$ cat config.mk
export PLATFORM = sky130hd
export DESIGN_NAME = isr_status_top
export DESIGN_NICKNAME = d
export VERILOG_FILES = /design/src/design/isr_pkg.sv /design/src/design/isr_event_reg.sv /design/src/design/isr_status_top.sv
export SDC_FILE = /design/constraint.sdc
export NUM_CORES = 1
export LEC_CHECK = 0
export ABC_CLOCK_PERIOD_IN_PS = 1400
export CAP_MARGIN = 20
export CORE_MARGIN = 4
export CORE_UTILIZATION = 57
export DETAILED_ROUTE_END_ITERATION = 7
export DONT_BUFFER_PORTS = 1
export HOLD_SLACK_MARGIN = 0.12
export PLACE_DENSITY = 0.75
export SYNTH_ARGS = -nofsm -noshare
export SYNTH_HDL_FRONTEND = slang
export SYNTH_SLANG_ARGS = --single-unit
$ cat constraint.sdc
create_clock -name clock_in -period 1.4 [get_ports clock_in]
set_input_delay 0.21 -clock clock_in [delete_from_list [all_inputs] [get_ports clock_in]]
set_output_delay 0.21 -clock clock_in [all_outputs]
set_load 0.005 [all_outputs]
$ cat src/design/isr_pkg.sv
package isr_pkg;
  localparam int SB_OVERLOAD_POS = 0;
  localparam int SB_MSG_AVAIL_POS = 4;
  localparam int SB_STD_EVENT_POS = 5;
  localparam int SB_MASTER_POS = 6;
  localparam int SB_OPERATION_POS = 7;
  localparam int SE_OP_COMPLETE_POS = 0;
  localparam int SE_REQ_CONTROL_POS = 1;
  localparam int SE_QUERY_ERR_POS = 2;
  localparam int SE_DEVICE_ERR_POS = 3;
  localparam int SE_EXEC_ERR_POS = 4;
  localparam int SE_SYNTAX_ERR_POS = 5;
  localparam int SE_USER_REQ_POS = 6;
  localparam int SE_POWER_ON_POS = 7;
  localparam int OC_CAL_POS = 0;
  localparam int OC_SWEEP_POS = 10;
  localparam int OC_SPOT_POS = 12;
  localparam logic [7:0] SE_RESET = 8'h80;
  localparam logic [7:0] BYTE_RESET = 8'h00;
  localparam logic [15:0] WORD_RESET = 16'h0000;

  // Register selector for host writes and reads
  typedef enum logic [3:0] {
    ISR_REG_SUMMARY = 4'h0,
    ISR_REG_SRE = 4'h1,
    ISR_REG_STDEVT = 4'h2,
    ISR_REG_ESE = 4'h3,
    ISR_REG_OPCOND = 4'h4,
    ISR_REG_OPEVT = 4'h5,
    ISR_REG_OPEN = 4'h6,
    ISR_REG_PTR = 4'h7,
    ISR_REG_NTR = 4'h8,
    ISR_REG_OVEVT = 4'h9,
    ISR_REG_OVEN = 4'ha
  } isr_reg_e;

  typedef struct packed {
    logic syntax_error;
    logic execution_error;
    logic device_error;
    logic query_error;
    logic op_complete;
  } isr_std_events_s;

  typedef struct packed {
    logic spot_busy;
    logic sweep_busy;
    logic cal_busy;
  } isr_op_status_s;
endpackage

$ cat src/design/isr_event_reg.sv
`timescale 1ns/100ps
`default_nettype none
// Sticky event register with enable mask and summary
module isr_event_reg #(
  parameter int WIDTH = 16,
  parameter logic [WIDTH-1:0] RESET_VAL = '0
) (
  input wire logic clock_in,
  input wire logic sys_rst_in,
  input wire logic [WIDTH-1:0] set_in,
  input wire logic clear_in,
  input wire logic wr_en_in,
  input wire logic [WIDTH-1:0] wr_data_in,
  output logic [WIDTH-1:0] event_out,
  output logic [WIDTH-1:0] enable_out,
  output logic summary_out
);
  logic [WIDTH-1:0] event_q;
  logic [WIDTH-1:0] event_d;
  logic [WIDTH-1:0] enable_q;

  // Set wins over a same-cycle clear so no event is lost
  assign event_d = (clear_in ? '0 : event_q) | set_in;
  assign event_out = event_q;
  assign enable_out = enable_q;
  assign summary_out = |(event_q & enable_q);

  always_ff @(posedge clock_in) begin
    if (sys_rst_in) begin
      event_q <= RESET_VAL;
      enable_q <= '0;
    end else begin
      event_q <= event_d;
      if (wr_en_in) begin
        enable_q <= wr_data_in;
      end
    end
  end
endmodule
`default_nettype wire

$ cat src/design/isr_status_top.sv
`timescale 1ns/100ps
`default_nettype none
module isr_status_top #(
  parameter int OP_WIDTH = 16,
  parameter int OV_WIDTH = 16
) (
  input wire logic clock_in,
  input wire logic sys_rst_in,
  input wire isr_pkg::isr_std_events_s std_events_in,
  input wire isr_pkg::isr_op_status_s op_status_in,
  input wire logic [OV_WIDTH-1:0] overload_events_in,
  input wire logic message_available_in,
  input wire logic clear_status_in,
  input wire logic serial_poll_in,
  input wire logic reg_wr_in,
  input wire logic reg_rd_in,
  input wire isr_pkg::isr_reg_e reg_sel_in,
  input wire logic [15:0] reg_wdata_in,
  output logic [15:0] reg_rdata_out,
  output logic reg_rvalid_out,
  output logic [7:0] poll_byte_out,
  output logic poll_valid_out,
  output logic service_request_out
);
  // Condition map and host data path are sized for 16-bit words
  if (OP_WIDTH != 16 || OV_WIDTH < 1 || OV_WIDTH > 16) begin : g_width_check
    $error("isr_status_top: unsupported register width");
  end

  // Condition inputs are generated on this clock; no synchroniser
  logic [OP_WIDTH-1:0] op_cond;
  logic [OP_WIDTH-1:0] op_cond_q;
  logic [OP_WIDTH-1:0] ptr_q;
  logic [OP_WIDTH-1:0] ntr_q;
  logic [OP_WIDTH-1:0] op_set;
  logic [OP_WIDTH-1:0] op_event;
  logic [OP_WIDTH-1:0] op_enable;
  logic [OV_WIDTH-1:0] ov_event;
  logic [OV_WIDTH-1:0] ov_enable;
  logic [7:0] se_event;
  logic [7:0] se_enable;
  logic [7:0] se_set;
  logic [7:0] sre_q;
  logic op_summary;
  logic se_summary;
  logic ov_summary;
  logic [7:0] summary_byte;
  logic master_summary_flag;
  logic request_service_flag_q;
  logic request_service_flag_d;
  logic [7:0] poll_byte;
  logic [15:0] rd_mux;
  logic master_summary_q;
  logic master_rise;
  logic [7:0] summary_read;

  wire sel_summary = reg_sel_in == isr_pkg::ISR_REG_SUMMARY;
  wire sel_sre = reg_sel_in == isr_pkg::ISR_REG_SRE;
  wire sel_stdevt = reg_sel_in == isr_pkg::ISR_REG_STDEVT;
  wire sel_ese = reg_sel_in == isr_pkg::ISR_REG_ESE;
  wire sel_opcond = reg_sel_in == isr_pkg::ISR_REG_OPCOND;
  wire sel_opevt = reg_sel_in == isr_pkg::ISR_REG_OPEVT;
  wire sel_open = reg_sel_in == isr_pkg::ISR_REG_OPEN;
  wire sel_ptr = reg_sel_in == isr_pkg::ISR_REG_PTR;
  wire sel_ntr = reg_sel_in == isr_pkg::ISR_REG_NTR;
  wire sel_ovevt = reg_sel_in == isr_pkg::ISR_REG_OVEVT;
  wire sel_oven = reg_sel_in == isr_pkg::ISR_REG_OVEN;

  // Enables change only on an explicit write, so writing 0 clears them
  wire wr_sre = reg_wr_in & sel_sre;
  wire wr_ese = reg_wr_in & sel_ese;
  wire wr_open = reg_wr_in & sel_open;
  wire wr_ptr = reg_wr_in & sel_ptr;
  wire wr_ntr = reg_wr_in & sel_ntr;
  wire wr_oven = reg_wr_in & sel_oven;

  // Read-to-clear strobes; the read itself still returns the old contents
  wire clr_std = clear_status_in | (reg_rd_in & sel_stdevt);
  wire clr_op = clear_status_in | (reg_rd_in & sel_opevt);
  wire clr_ov = clear_status_in | (reg_rd_in & sel_ovevt);

  // Only spot, sweep and calibration drive condition bits
  always_comb begin
    op_cond = '0;
    op_cond[isr_pkg::OC_SPOT_POS] = op_status_in.spot_busy;
    op_cond[isr_pkg::OC_SWEEP_POS] = op_status_in.sweep_busy;
    op_cond[isr_pkg::OC_CAL_POS] = op_status_in.cal_busy;
  end

  // Edge filters on the condition register
  assign op_set = (op_cond & ~op_cond_q & ptr_q)
    | (~op_cond & op_cond_q & ntr_q);

  always_comb begin
    se_set = '0;
    se_set[isr_pkg::SE_SYNTAX_ERR_POS] = std_events_in.syntax_error;
    se_set[isr_pkg::SE_EXEC_ERR_POS] = std_events_in.execution_error;
    se_set[isr_pkg::SE_DEVICE_ERR_POS] = std_events_in.device_error;
    se_set[isr_pkg::SE_QUERY_ERR_POS] = std_events_in.query_error;
    se_set[isr_pkg::SE_OP_COMPLETE_POS] = std_events_in.op_complete;
  end

  // Power-on bit comes only from the reset value, never set again
  isr_event_reg #(
    .WIDTH(8),
    .RESET_VAL(isr_pkg::SE_RESET)
  ) u_std_event (
    .clock_in(clock_in),
    .sys_rst_in(sys_rst_in),
    .set_in(se_set),
    .clear_in(clr_std),
    .wr_en_in(wr_ese),
    .wr_data_in(reg_wdata_in[7:0]),
    .event_out(se_event),
    .enable_out(se_enable),
    .summary_out(se_summary)
  );

  isr_event_reg #(
    .WIDTH(OP_WIDTH),
    .RESET_VAL('0)
  ) u_op_event (
    .clock_in(clock_in),
    .sys_rst_in(sys_rst_in),
    .set_in(op_set),
    .clear_in(clr_op),
    .wr_en_in(wr_open),
    .wr_data_in(reg_wdata_in[OP_WIDTH-1:0]),
    .event_out(op_event),
    .enable_out(op_enable),
    .summary_out(op_summary)
  );

  isr_event_reg #(
    .WIDTH(OV_WIDTH),
    .RESET_VAL('0)
  ) u_ov_event (
    .clock_in(clock_in),
    .sys_rst_in(sys_rst_in),
    .set_in(overload_events_in),
    .clear_in(clr_ov),
    .wr_en_in(wr_oven),
    .wr_data_in(reg_wdata_in[OV_WIDTH-1:0]),
    .event_out(ov_event),
    .enable_out(ov_enable),
    .summary_out(ov_summary)
  );

  // Status byte summary bits; bits 6, 3, 2, 1 are zero here
  always_comb begin
    summary_byte = '0;
    summary_byte[isr_pkg::SB_OPERATION_POS] = op_summary;
    summary_byte[isr_pkg::SB_STD_EVENT_POS] = se_summary;
    summary_byte[isr_pkg::SB_MSG_AVAIL_POS] = message_available_in;
    summary_byte[isr_pkg::SB_OVERLOAD_POS] = ov_summary;
  end

  // Enable bit 6 is ignored: the master summary cannot feed itself
  assign master_summary_flag = |(summary_byte & sre_q);

  // Request flag rises with a new request, a poll cancels it.
  // A new request needs the master summary to drop and rise again,
  // else a standing summary would undo the poll on the next cycle.
  // A poll in the cycle of a fresh request keeps the flag set.
  assign master_rise = master_summary_flag & ~master_summary_q;
  assign request_service_flag_d = master_rise
    | (request_service_flag_q & ~serial_poll_in & master_summary_flag);

  always_comb begin
    poll_byte = summary_byte;
    poll_byte[isr_pkg::SB_MASTER_POS] = request_service_flag_q;
  end

  // Query view of the status byte shows the live master summary in bit 6
  always_comb begin
    summary_read = summary_byte;
    summary_read[isr_pkg::SB_MASTER_POS] = master_summary_flag;
  end

  // Unused bits of standard events always read zero
  wire [7:0] se_unused_mask = (8'h01 << isr_pkg::SE_USER_REQ_POS) | (8'h01 << isr_pkg::SE_REQ_CONTROL_POS);
  wire [7:0] se_read = se_event & ~se_unused_mask;

  always_comb begin
    rd_mux = '0;
    if (sel_summary) begin
      rd_mux[7:0] = summary_read;
    end else if (sel_sre) begin
      rd_mux[7:0] = sre_q;
    end else if (sel_stdevt) begin
      rd_mux[7:0] = se_read;
    end else if (sel_ese) begin
      rd_mux[7:0] = se_enable;
    end else if (sel_opcond) begin
      rd_mux = op_cond;
    end else if (sel_opevt) begin
      rd_mux = op_event;
    end else if (sel_open) begin
      rd_mux = op_enable;
    end else if (sel_ptr) begin
      rd_mux = ptr_q;
    end else if (sel_ntr) begin
      rd_mux = ntr_q;
    end else if (sel_ovevt) begin
      rd_mux[OV_WIDTH-1:0] = ov_event;
    end else if (sel_oven) begin
      rd_mux[OV_WIDTH-1:0] = ov_enable;
    end
  end

  // Host-written enable and filter registers
  always_ff @(posedge clock_in) begin
    if (sys_rst_in) begin
      sre_q <= isr_pkg::BYTE_RESET;
      ptr_q <= isr_pkg::WORD_RESET;
      ntr_q <= isr_pkg::WORD_RESET;
    end else begin
      if (wr_sre) begin
        sre_q <= reg_wdata_in[7:0];
      end
      if (wr_ptr) begin
        ptr_q <= reg_wdata_in;
      end
      if (wr_ntr) begin
        ntr_q <= reg_wdata_in;
      end
    end
  end

  // History for the edge detectors; filters also reset to 0,
  // so leaving reset with a condition already high makes no event
  always_ff @(posedge clock_in) begin
    if (sys_rst_in) begin
      op_cond_q <= isr_pkg::WORD_RESET;
      master_summary_q <= 1'b0;
    end else begin
      op_cond_q <= op_cond;
      master_summary_q <= master_summary_flag;
    end
  end

  // Service request output is the request flag itself
  always_ff @(posedge clock_in) begin
    if (sys_rst_in) begin
      request_service_flag_q <= 1'b0;
      service_request_out <= 1'b0;
    end else begin
      request_service_flag_q <= request_service_flag_d;
      service_request_out <= request_service_flag_d;
    end
  end

  // Plain binary words; the parser forms the weight sums.
  // Read data holds until the next read.
  always_ff @(posedge clock_in) begin
    if (sys_rst_in) begin
      reg_rdata_out <= isr_pkg::WORD_RESET;
      reg_rvalid_out <= 1'b0;
    end else begin
      if (reg_rd_in) begin
        reg_rdata_out <= rd_mux;
      end
      reg_rvalid_out <= reg_rd_in;
    end
  end

  // Poll byte is taken at the poll, before the poll clears the flag
  always_ff @(posedge clock_in) begin
    if (sys_rst_in) begin
      poll_byte_out <= isr_pkg::BYTE_RESET;
      poll_valid_out <= 1'b0;
    end else begin
      if (serial_poll_in) begin
        poll_byte_out <= poll_byte;
      end
      poll_valid_out <= serial_poll_in;
    end
  end
endmodule
`default_nettype wire

# Word-level counts from Yosys, hierarchy flattened
# Index checks and enable logic that the tools add are counted.
classes:
  n_eq_ne: 10
  muxes: 18
  n_bitwise: 32
  n_reduce_logical: 5
op_table:
  columns: ["op", "count"]
  rows:
  - ["16-bit 2-to-1 mux", 9]
  - ["16-bit AND", 5]
  - ["8-bit 2-to-1 mux", 9]
  - ["16-bit OR", 3]
  - ["16-bit OR reduction", 2]
  - ["13-bit by 16-bit AND with 16-bit output", 1]
  - ["8-bit AND", 2]
  - ["4-bit by 3-bit equality test with 1-bit output (second input constant)", 4]
  - ["13-bit NOT with 16-bit output", 1]
  - ["16-bit NOT", 1]
  - ["8-bit OR reduction", 2]
  - ["1-bit AND", 12]
  - ["4-bit equality test (second input constant)", 3]
  - ["4-bit by 2-bit equality test with 1-bit output (second input constant)", 2]
  - ["8-bit by 6-bit OR with 8-bit output", 1]
  - ["4-bit by 1-bit equality test with 1-bit output (second input constant)", 1]
  - ["4-bit logical NOT", 1]
  - ["1-bit OR", 4]
  - ["1-bit NOT", 2]
word_totals:
  regBits: 161
  out_inout_bits: 27
  elab_cells: 82

# Logic depth before layout (Yosys ltp)
# Gate-level depths: netlist of run 1.
logic_depth:
  ltp_word: 12
  mapped_depth: 8
  ltp_nobuf: 5

# Hierarchy
# Synthesis of run 1 repeated with hierarchy kept, for this count alone.
hier_totals:
  hier_cells: 786
  hier_area_um2: 6787.8
modules_own_cells:
  columns: ["module", "n_inst", "cells_each", "area_per_inst_um2", "seq_area_each_um2"]
  rows:
  - ["isr_status_top", 1, 498, 3851.2, 1361.3]
  - ["isr_event_reg at u_op_event ...", 2, 112, 1158.6, 640.6]
  - ["isr_event_reg at u_std_event", 1, 64, 619.3, 320.3]

# Worst setup path before layout of run 1
# OpenSTA, ideal clock, no wires.
synth_path:
  path_type: "input-to-reg"
  startpoint: "input port reg_sel_in[0]"
  endpoint: "register reg_rdata_out[12]"
  setup_ps: 117
  t_arrival_ps: 1235
  setup_slack_ps: 48
  cell_stages: 7
  path_buffers: 2
  path_cell_list: "buf_6 > buf_6 > and2_1 > a211o_1 > a21oi_1 > a311oi_1 > a22o_1"
synth_via:
  elab_chain_len: 12
  elab_cells_between_ends: 22
  cone_classes: "eq/ne (10); mux (11); reduce/logical (1)"
synth_lines:
  columns: ["element", "line_no", "text"]
  rows:
  - ["start, declared", "isr_status_top.sv:17", "input wire isr_pkg::isr_reg_e reg_sel_in,"]
  - ["4-bit equality test", "isr_status_top.sv:67", "wire sel_oven = reg_sel_in == isr_pkg::ISR_REG_OVEN;"]
  - ["16-bit 2-to-1 mux", "isr_status_top.sv:206", "end else if (sel_oven) begin"]
  - ["16-bit 2-to-1 mux", "isr_status_top.sv:204", "end else if (sel_ovevt) begin"]
  - ["16-bit 2-to-1 mux", "isr_status_top.sv:202", "end else if (sel_ntr) begin"]
  - ["16-bit 2-to-1 mux", "isr_status_top.sv:200", "end else if (sel_ptr) begin"]
  - ["16-bit 2-to-1 mux", "isr_status_top.sv:198", "end else if (sel_open) begin"]
  - ["16-bit 2-to-1 mux", "isr_status_top.sv:196", "end else if (sel_opevt) begin"]
  - ["16-bit 2-to-1 mux", "isr_status_top.sv:194", "end else if (sel_opcond) begin"]
  - ["8-bit 2-to-1 mux", "isr_status_top.sv:192", "end else if (sel_ese) begin"]
  - ["8-bit 2-to-1 mux", "isr_status_top.sv:190", "end else if (sel_stdevt) begin"]
  - ["8-bit 2-to-1 mux", "isr_status_top.sv:188", "end else if (sel_sre) begin"]
  - ["8-bit 2-to-1 mux (*)", "isr_status_top.sv:186", "if (sel_summary) begin"]
  - ["end signal, assigned", "isr_status_top.sv:257", "reg_rdata_out <= isr_pkg::WORD_RESET;"]
  - ["end signal, assigned", "isr_status_top.sv:261", "reg_rdata_out <= rd_mux;"]
  - ["end, declared", "isr_status_top.sv:19", "output logic [15:0] reg_rdata_out,"]
# Every way passes the cells marked *; elsewhere a longest branch is shown, timed or not.
# A chain may end at the register's enable or synchronous reset.

# Worst setup path after layout of run 1
layout_path:
  startpoint: "register u_ov_event.enable_q[4], in the netlist u_ov_event.enable_out[4]"
  endpoint: "register reg_rdata_out[6]"
layout_via:
  elab_chain_len: 5
layout_lines:
  columns: ["element", "line_no", "text"]
  rows:
  - ["start, declared", "isr_event_reg.sv:20", "logic [WIDTH-1:0] enable_q;"]
  - ["start signal, assigned", "isr_event_reg.sv:35", "enable_q <= wr_data_in;"]
  - ["16-bit AND", "isr_event_reg.sv:26", "assign summary_out = |(event_q & enable_q);"]
  - ["16-bit OR reduction", "isr_event_reg.sv:26", null]
  - ["8-bit AND", "isr_status_top.sv:159", "assign master_summary_flag = |(summary_byte & sre_q);"]
  - ["8-bit OR reduction", "isr_status_top.sv:159", null]
  - ["8-bit 2-to-1 mux", "isr_status_top.sv:186", null]
# No other way between the ends.

==> results of run 1 <==
cell usage in the layout, fill, tap and decap left out, types with 15 or more instances in the layout:
cell type and n:
nor2_1 65, clkbuf_16 17, dlygate4sd3_1 116, o21ai_0 15, buf_4 57, a22oi_1 18, mux2i_1 34, nand2_1 159
dfxtp_1 123, a21oi_1 104
layer usage:
metal	global-route usage	part of all wire	vias up
met5	0	0	-
li1	-	-	2787
met3	0.104	0.12	147
met4	0.239	0.068	0
met2	0.584	0.46	478
met1	0.417	0.35	3011
metrics by stage:
| step | setup TNS, ns | total power, uW | area, um2 | hold slack, ns |
|---|---|---|---|---|
| 6_report | -1.10 | 9520 | 8200 | -0.0879 |
| 5_1_grt | -1.75 | 9790 | 8200 | -0.108 |
| 4_1_cts | -0.584 | 9430 | 8100 | -0.209 |
| 3_5_place_dp | -1.42 | 4510 | 6240 | 0.289 |
| 3_3_place_gp | -0.987 | 4490 | 6240 | 0.289 |
| 2_1_floorplan | 0 | 4480 | 5960 | 0.327 |
kinds of logic (layout without fill, tap and decap cells):
logic type | count (synthesis) | in the layout | share of synthesized area
muxes | 36 | 36 | 0.0628
buffers and inverters | 67 | 223 | 0.0681
other | 1 | 3 | 0.000630
AOI/OAI and AO/OA | 206 | 206 | 0.218
DFF | 133 | 133 | 0.447
and+or+nand+nor | 275 | 275 | 0.203
cell type report:
| type | count | area [um2] | share of cell area |
|---|---|---|---|
| clock inverter | 13 | 205 | 0.0250 |
| sequential | 133 | 2680 | 0.326 |
| timing repair buffer | 182 | 1720 | 0.210 |
| tap | 136 | 170 | 0.0207 |
| multi-input combinational | 520 | 2960 | 0.361 |
| inverter | 9 | 33.8 | 0.00412 |
| clock buffer | 19 | 432 | 0.0526 |
sequential cells by signal, summed over array words and instances, names as in the netlist, 3 cells and up:
signal	count
u_ov_event.enable_out	16
poll_byte_out	5
ntr_q	16
u_std_event.enable_out	8
u_ov_event.event_out	16
sre_q	8
reg_rdata_out	16
u_std_event.event_out	6
u_op_event.enable_out	16
op_cond_q	3
ptr_q	16
u_op_event.event_out	3
what timing repair did:
item / in CTS / in global routing
endpoints found under the setup margin: 6 / 46
resized for setup: 11 / 21
hold buffers: 115 / 4
pin swaps: 6 / 7
hold endpoints to repair: 132 / 11
buffers inserted: 1 / 0
cloned: 0 / 2
where the power goes:
part | leakage, uW | internal, uW | total, uW | switching [uW]
clock network | 0.000304 | 3110 | 4770 | 1660
logic | 0.00199 | 391 | 786 | 395
registers | 0.00109 | 3890 | 3960 | 75.8
total | 0.00338 | 7390 | 9520 | 2130
path summary, 6_finish.rpt:
path,startpoint,end,cells past startpoint
max,u_ov_event.enable_out[4],reg_rdata_out[6],6
min,reg_sel_in[3],reg_rdata_out[3],2
max reg2reg,u_ov_event.enable_out[4],reg_rdata_out[6],6
min reg2reg,master_summary_q,request_service_flag_q,1
==> run metrics, run 1 <==
Max Transition Viols Final=0; Max Clock Skew=around 0.0066 ns; final instance count without filler cells=1012; Global Route Usage Sum=0.362; Starting Density=0.582; hold slack=-0.0879 ns; drt total wl=22400 um; # IOs=78; Final Net Count=roughly 900; TritonRoute pass-1 iters=8; H-tree depth=4; P per Cell Area=~1200 nW/um2; Mapped Area=between 5000 and 6000 um2; # clock sinks=roughly 130; Fmax=roughly 620 MHz; # diodes=0; Max IR drop VDD=approximately 0.0012 V; post-synthesis sequential area ratio=0.447; Avg Cell Area, Syn=8.29 um2; clk buf depth=2; Leakage Power=around 0.0034 uW; # rows=37; synth-to-layout area growth=37.8%; GR Overflow Total=0; top cells by area, synth=dfxtp_1 (45%), nand2_1 (10%), a21oi_1 (8.8%); Hold Vio Cnt, Final=5; Setup Viol. Count Final=9; pre-CTS WS=-0.272 ns; top_reg_cell synth=dfxtp_1; share of the synthesized area in the top cell type=0.447; Port-buffer cells=0; setup ws final=-0.212 ns; clock root cell=clkbuf_8; largest net degree at the start of global routing=66; Required @ worst endpoint=~1.8 ns; Vias=approximately 6.4k; crit path DAT=approximately 2 ns; critical path startpoint category=register; DR vias/cell=6.35; final worst path period need=1.61 ns; RSZ-0062 raised after global routing=true; Die W=between 100 and 150 um; Post-synth top cells=nand2_1 (160), dfxtp_1 (133), a21oi_1 (105), nor2_1 (65), mux2i_1 (34); Synth area leader=dfxtp_1; CTS tree=done; Yosys Warn Count=0; Slew HR=0.617; placed insts=~860; vias in the first global route=6395; Worst-path clk slew=~0.060 ns; register bit total from synthesis=around 130; DRC=0; asr flop ratio synth=0; DRT iter0 DRCs=approximately 760; Period Utilization, post-route=1.15; antenna violations before repair=0; max cap viols=0; post-route ant nets=0; failing checks=negative hold slack, negative setup slack; core area=10200 um2; critical-path cell list=a22o_1 -> a221oi_2 -> nand4_1 -> buf_4 -> a211oi_2 -> o31ai_1; R2R Setup Slk=-0.21 ns; Die ar.=around 12000 um2; synthesized instance count=718; DP HPWL=12000 um; first-pass GRT wire length=between 30000 and 40000 um; routed len/inst=approximately 22 um; Setup CP Type=reg -> reg; worst slew pin tran=roughly 0.57 ns; share of layout cells above drive strength 1=0.147; post-synthesis cell type count=57; slowest stage cell, crit path=dfxtp_2; Top Family by Delay on Critical Path=compound AO/OA/AOI/OAI gates; final core occ=0.802; most common cell in the netlist=nand2_1; critical path endpoint category=register; Max FO, Critical Path=4; Critical Path Max Stage Delay=~0.32 ns; Buf/Inv on CP=1; Vert. Die Dim=between 100 and 150 um; HP Class=in -> reg; GP Congestion=0.922; Inserted Clock Buffers=17; Fill cells=roughly 610; Skew-Pair Late Insertion Delay=between 0.5 and 0.6 ns; outcome=finished with violations; Post-synth EDFFs=0
Note: power is estimated with default switching activity, not from simulation.
==> inputs of run 2 (changes only) <==
Settings changed: CORE_ASPECT_RATIO set to 0.8.
==> run metrics, run 2 (same netlist as run 1, synthesis figures left out) <==
setup ws final=-0.240 ns; Vert. Die Dim=just under 100 um; drt total wl=roughly 21000 um; Fin Setup TNS=-1.08 ns; worst slew pin tran=0.575 ns; reg2reg path depth=6; TritonRoute pass-1 iters=6; Vias=6037; Slew HR=0.615; Global Route Usage Sum=0.327; Placement Cell Area=6250 um2; # IOs=just under 80; DP HPWL=12400 um; Fill cells=roughly 730; antenna violations before repair=1; # diodes=0; commonest non-fill, non-tap cell in the layout=nand2_1; critical path endpoint category=register; Inserted Clock Buffers=17; CTS tree=done; Max FO, Critical Path=4; DRC=0; H-tree depth=4; Max Transition Viols Final=0; crit path from=u_ov_event.event_out[0]; Leakage Power=0.00322 uW; # clock sinks=approximately 130; outcome=finished with violations; Final Net Count=878; FF-to-FF End=reg_rdata_out[0]; first-pass GRT wire length=just over 30000 um; WHS Path Cells=1; share of layout cells above drive strength 1=0.151; failing checks=negative hold slack, negative setup slack; Setup CP Type=reg -> reg; Port-buffer cells=0; Logic pwr share=0.065; HP Class=in -> reg; final worst path period need=about 1.6 ns; DR vias/cell=6.18; DRT iter0 DRCs=between 800 and 900; Setup Viol. Count Final=12; vias in the first global route=between 5k and 6k; min-delay src=sys_rst_in; Hold Crit Endpoint=u_ov_event.enable_out[14]; Hold Vio Cnt, Final=between 40 and 50; post-route ant nets=0; largest net degree at the start of global routing=about 130; Required @ worst endpoint=~1.7 ns; Seq pwr share=0.410; r2r startpoint=u_ov_event.event_out[0]; NetSw=between 2000 and 2500 uW; max cap viols=0; Starting Density=0.582; Skew-Pair Late Insertion Delay=0.42 ns; hold slack=-0.118 ns; crit path DAT=between 1.5 and 2 ns; # rows=33; Die W=roughly 120 um; clock root cell=clkbuf_16; Clock power frac=0.525; Max IR drop VDD=~0.0009 V; synth-to-layout area growth=31.9%; most frequent cells in the layout=nand2_1 (160), dfxtp_1 (126), a21oi_1 (104), dlygate4sd3_1 (80), nor2_1 (65); routed len/inst=about 21 um; Sw Ratio=0.208; critical path startpoint category=register; internal cell power=between 7000 and 8000 uW; Worst-path clk slew=0.06 ns; post-route cell area=7850 um2; Die ar.=between 10000 and 15000 um2; core area=slightly above 10000 um2; P per Cell Area=around 1200 nW/um2; Period Utilization, post-route=1.17; Fmax=around 610 MHz; clk buf depth=2; Max Clock Skew=slightly above 0.01 ns; GR Overflow Total=0; R2R Setup Slk=-0.24 ns; RSZ-0062 raised after global routing=true; GP Congestion=around 0.96
==> run 2: cell count changes in the layout (fill, tap and decap cells not counted), sizes merged <==
cell and delta:
dlygate4sd3 -36, clkinv -4, buf +3, dlymetal6s4s -2, bufinv +1, clkinvlp -1
==> run 2: critical path: stages (launching register included) <==
cell      delay [ns]
dfxtp_2         0.32
a22o_1          0.25
a221oi_2        0.25
nand4_1         0.16
buf_6           0.16
o21ai_0         0.25
o32ai_1         0.13
==> run 2: what timing repair did <==
action | in CTS | in global routing
hold buffers | 52 | 28
hold endpoints to repair | 130 | 77
pin swaps | 4 | 9
resized for setup | 7 | 22
buffers inserted | 3 | 2
endpoints found under the setup margin | 6 | 41
==> run 2: metal layers <==
| metal | up-vias | wire, um | global-route usage |
|---|---|---|---|
| li1 | 2702 | - | - |
| met1 | 2838 | 7870 | 0.421 |
| met2 | 421 | 9350 | 0.500 |
| met3 | 74 | 2880 | 0.136 |
| met4 | 2 | 554 | 0.107 |
| met5 | - | 18 | 0 |
==> run 2: how the worst max path moves through the flow <==
| stage | end | slack [ns] | cells after the start |
|---|---|---|---|
| floorplan | reg_rdata_out[12] | 0.05 | 7 |
| global placement | poll_byte_out[0] | -0.17 | 6 |
| detailed placement | poll_byte_out[0] | -0.21 | 6 |
| CTS | poll_byte_out[0] | -0.08 | 7 |
| global route | reg_rdata_out[0] | -0.27 | 6 |
| finish | reg_rdata_out[0] | -0.24 | 6 |
==> run 2: stage by stage <==
step | cells | worst slack (ns) | utilization | hold slack (ns) | power (uW)
after floorplan | 720 | 0.0481 | - | 0.327 | 4480
after global placement | 863 | -0.172 | 0.610 | 0.288 | 4500
after detailed placement | 863 | -0.212 | 0.610 | 0.290 | 4520
after CTS | 947 | -0.0836 | 0.732 | -0.147 | 9560
after global routing | 977 | -0.275 | 0.767 | -0.148 | 9890
final | 977 | -0.240 | 0.767 | -0.118 | 9670
==> run 2: area by class of cell <==
cell class              count  area [um2]  area share
well taps                 140         175      0.0223
repair buffers            146        1330       0.170
clock inverters             9         200      0.0255
multi-input cells         520        2970       0.378
flip-flops and latches    133        2670       0.341
inverters                   9        33.8     0.00430
clock buffers              20         467      0.0594
==> run 2: power by group through the flow <==
stage | Sequential (uW) | Combinational (uW) | Clock, uW
global route | 3970 | 675 | 5240
finish | 3960 | 630 | 5080
global placement | 4030 | 478 | 0
detailed placement | 4030 | 488 | 0
floorplan | 4020 | 461 | 0
CTS | 3960 | 541 | 5070
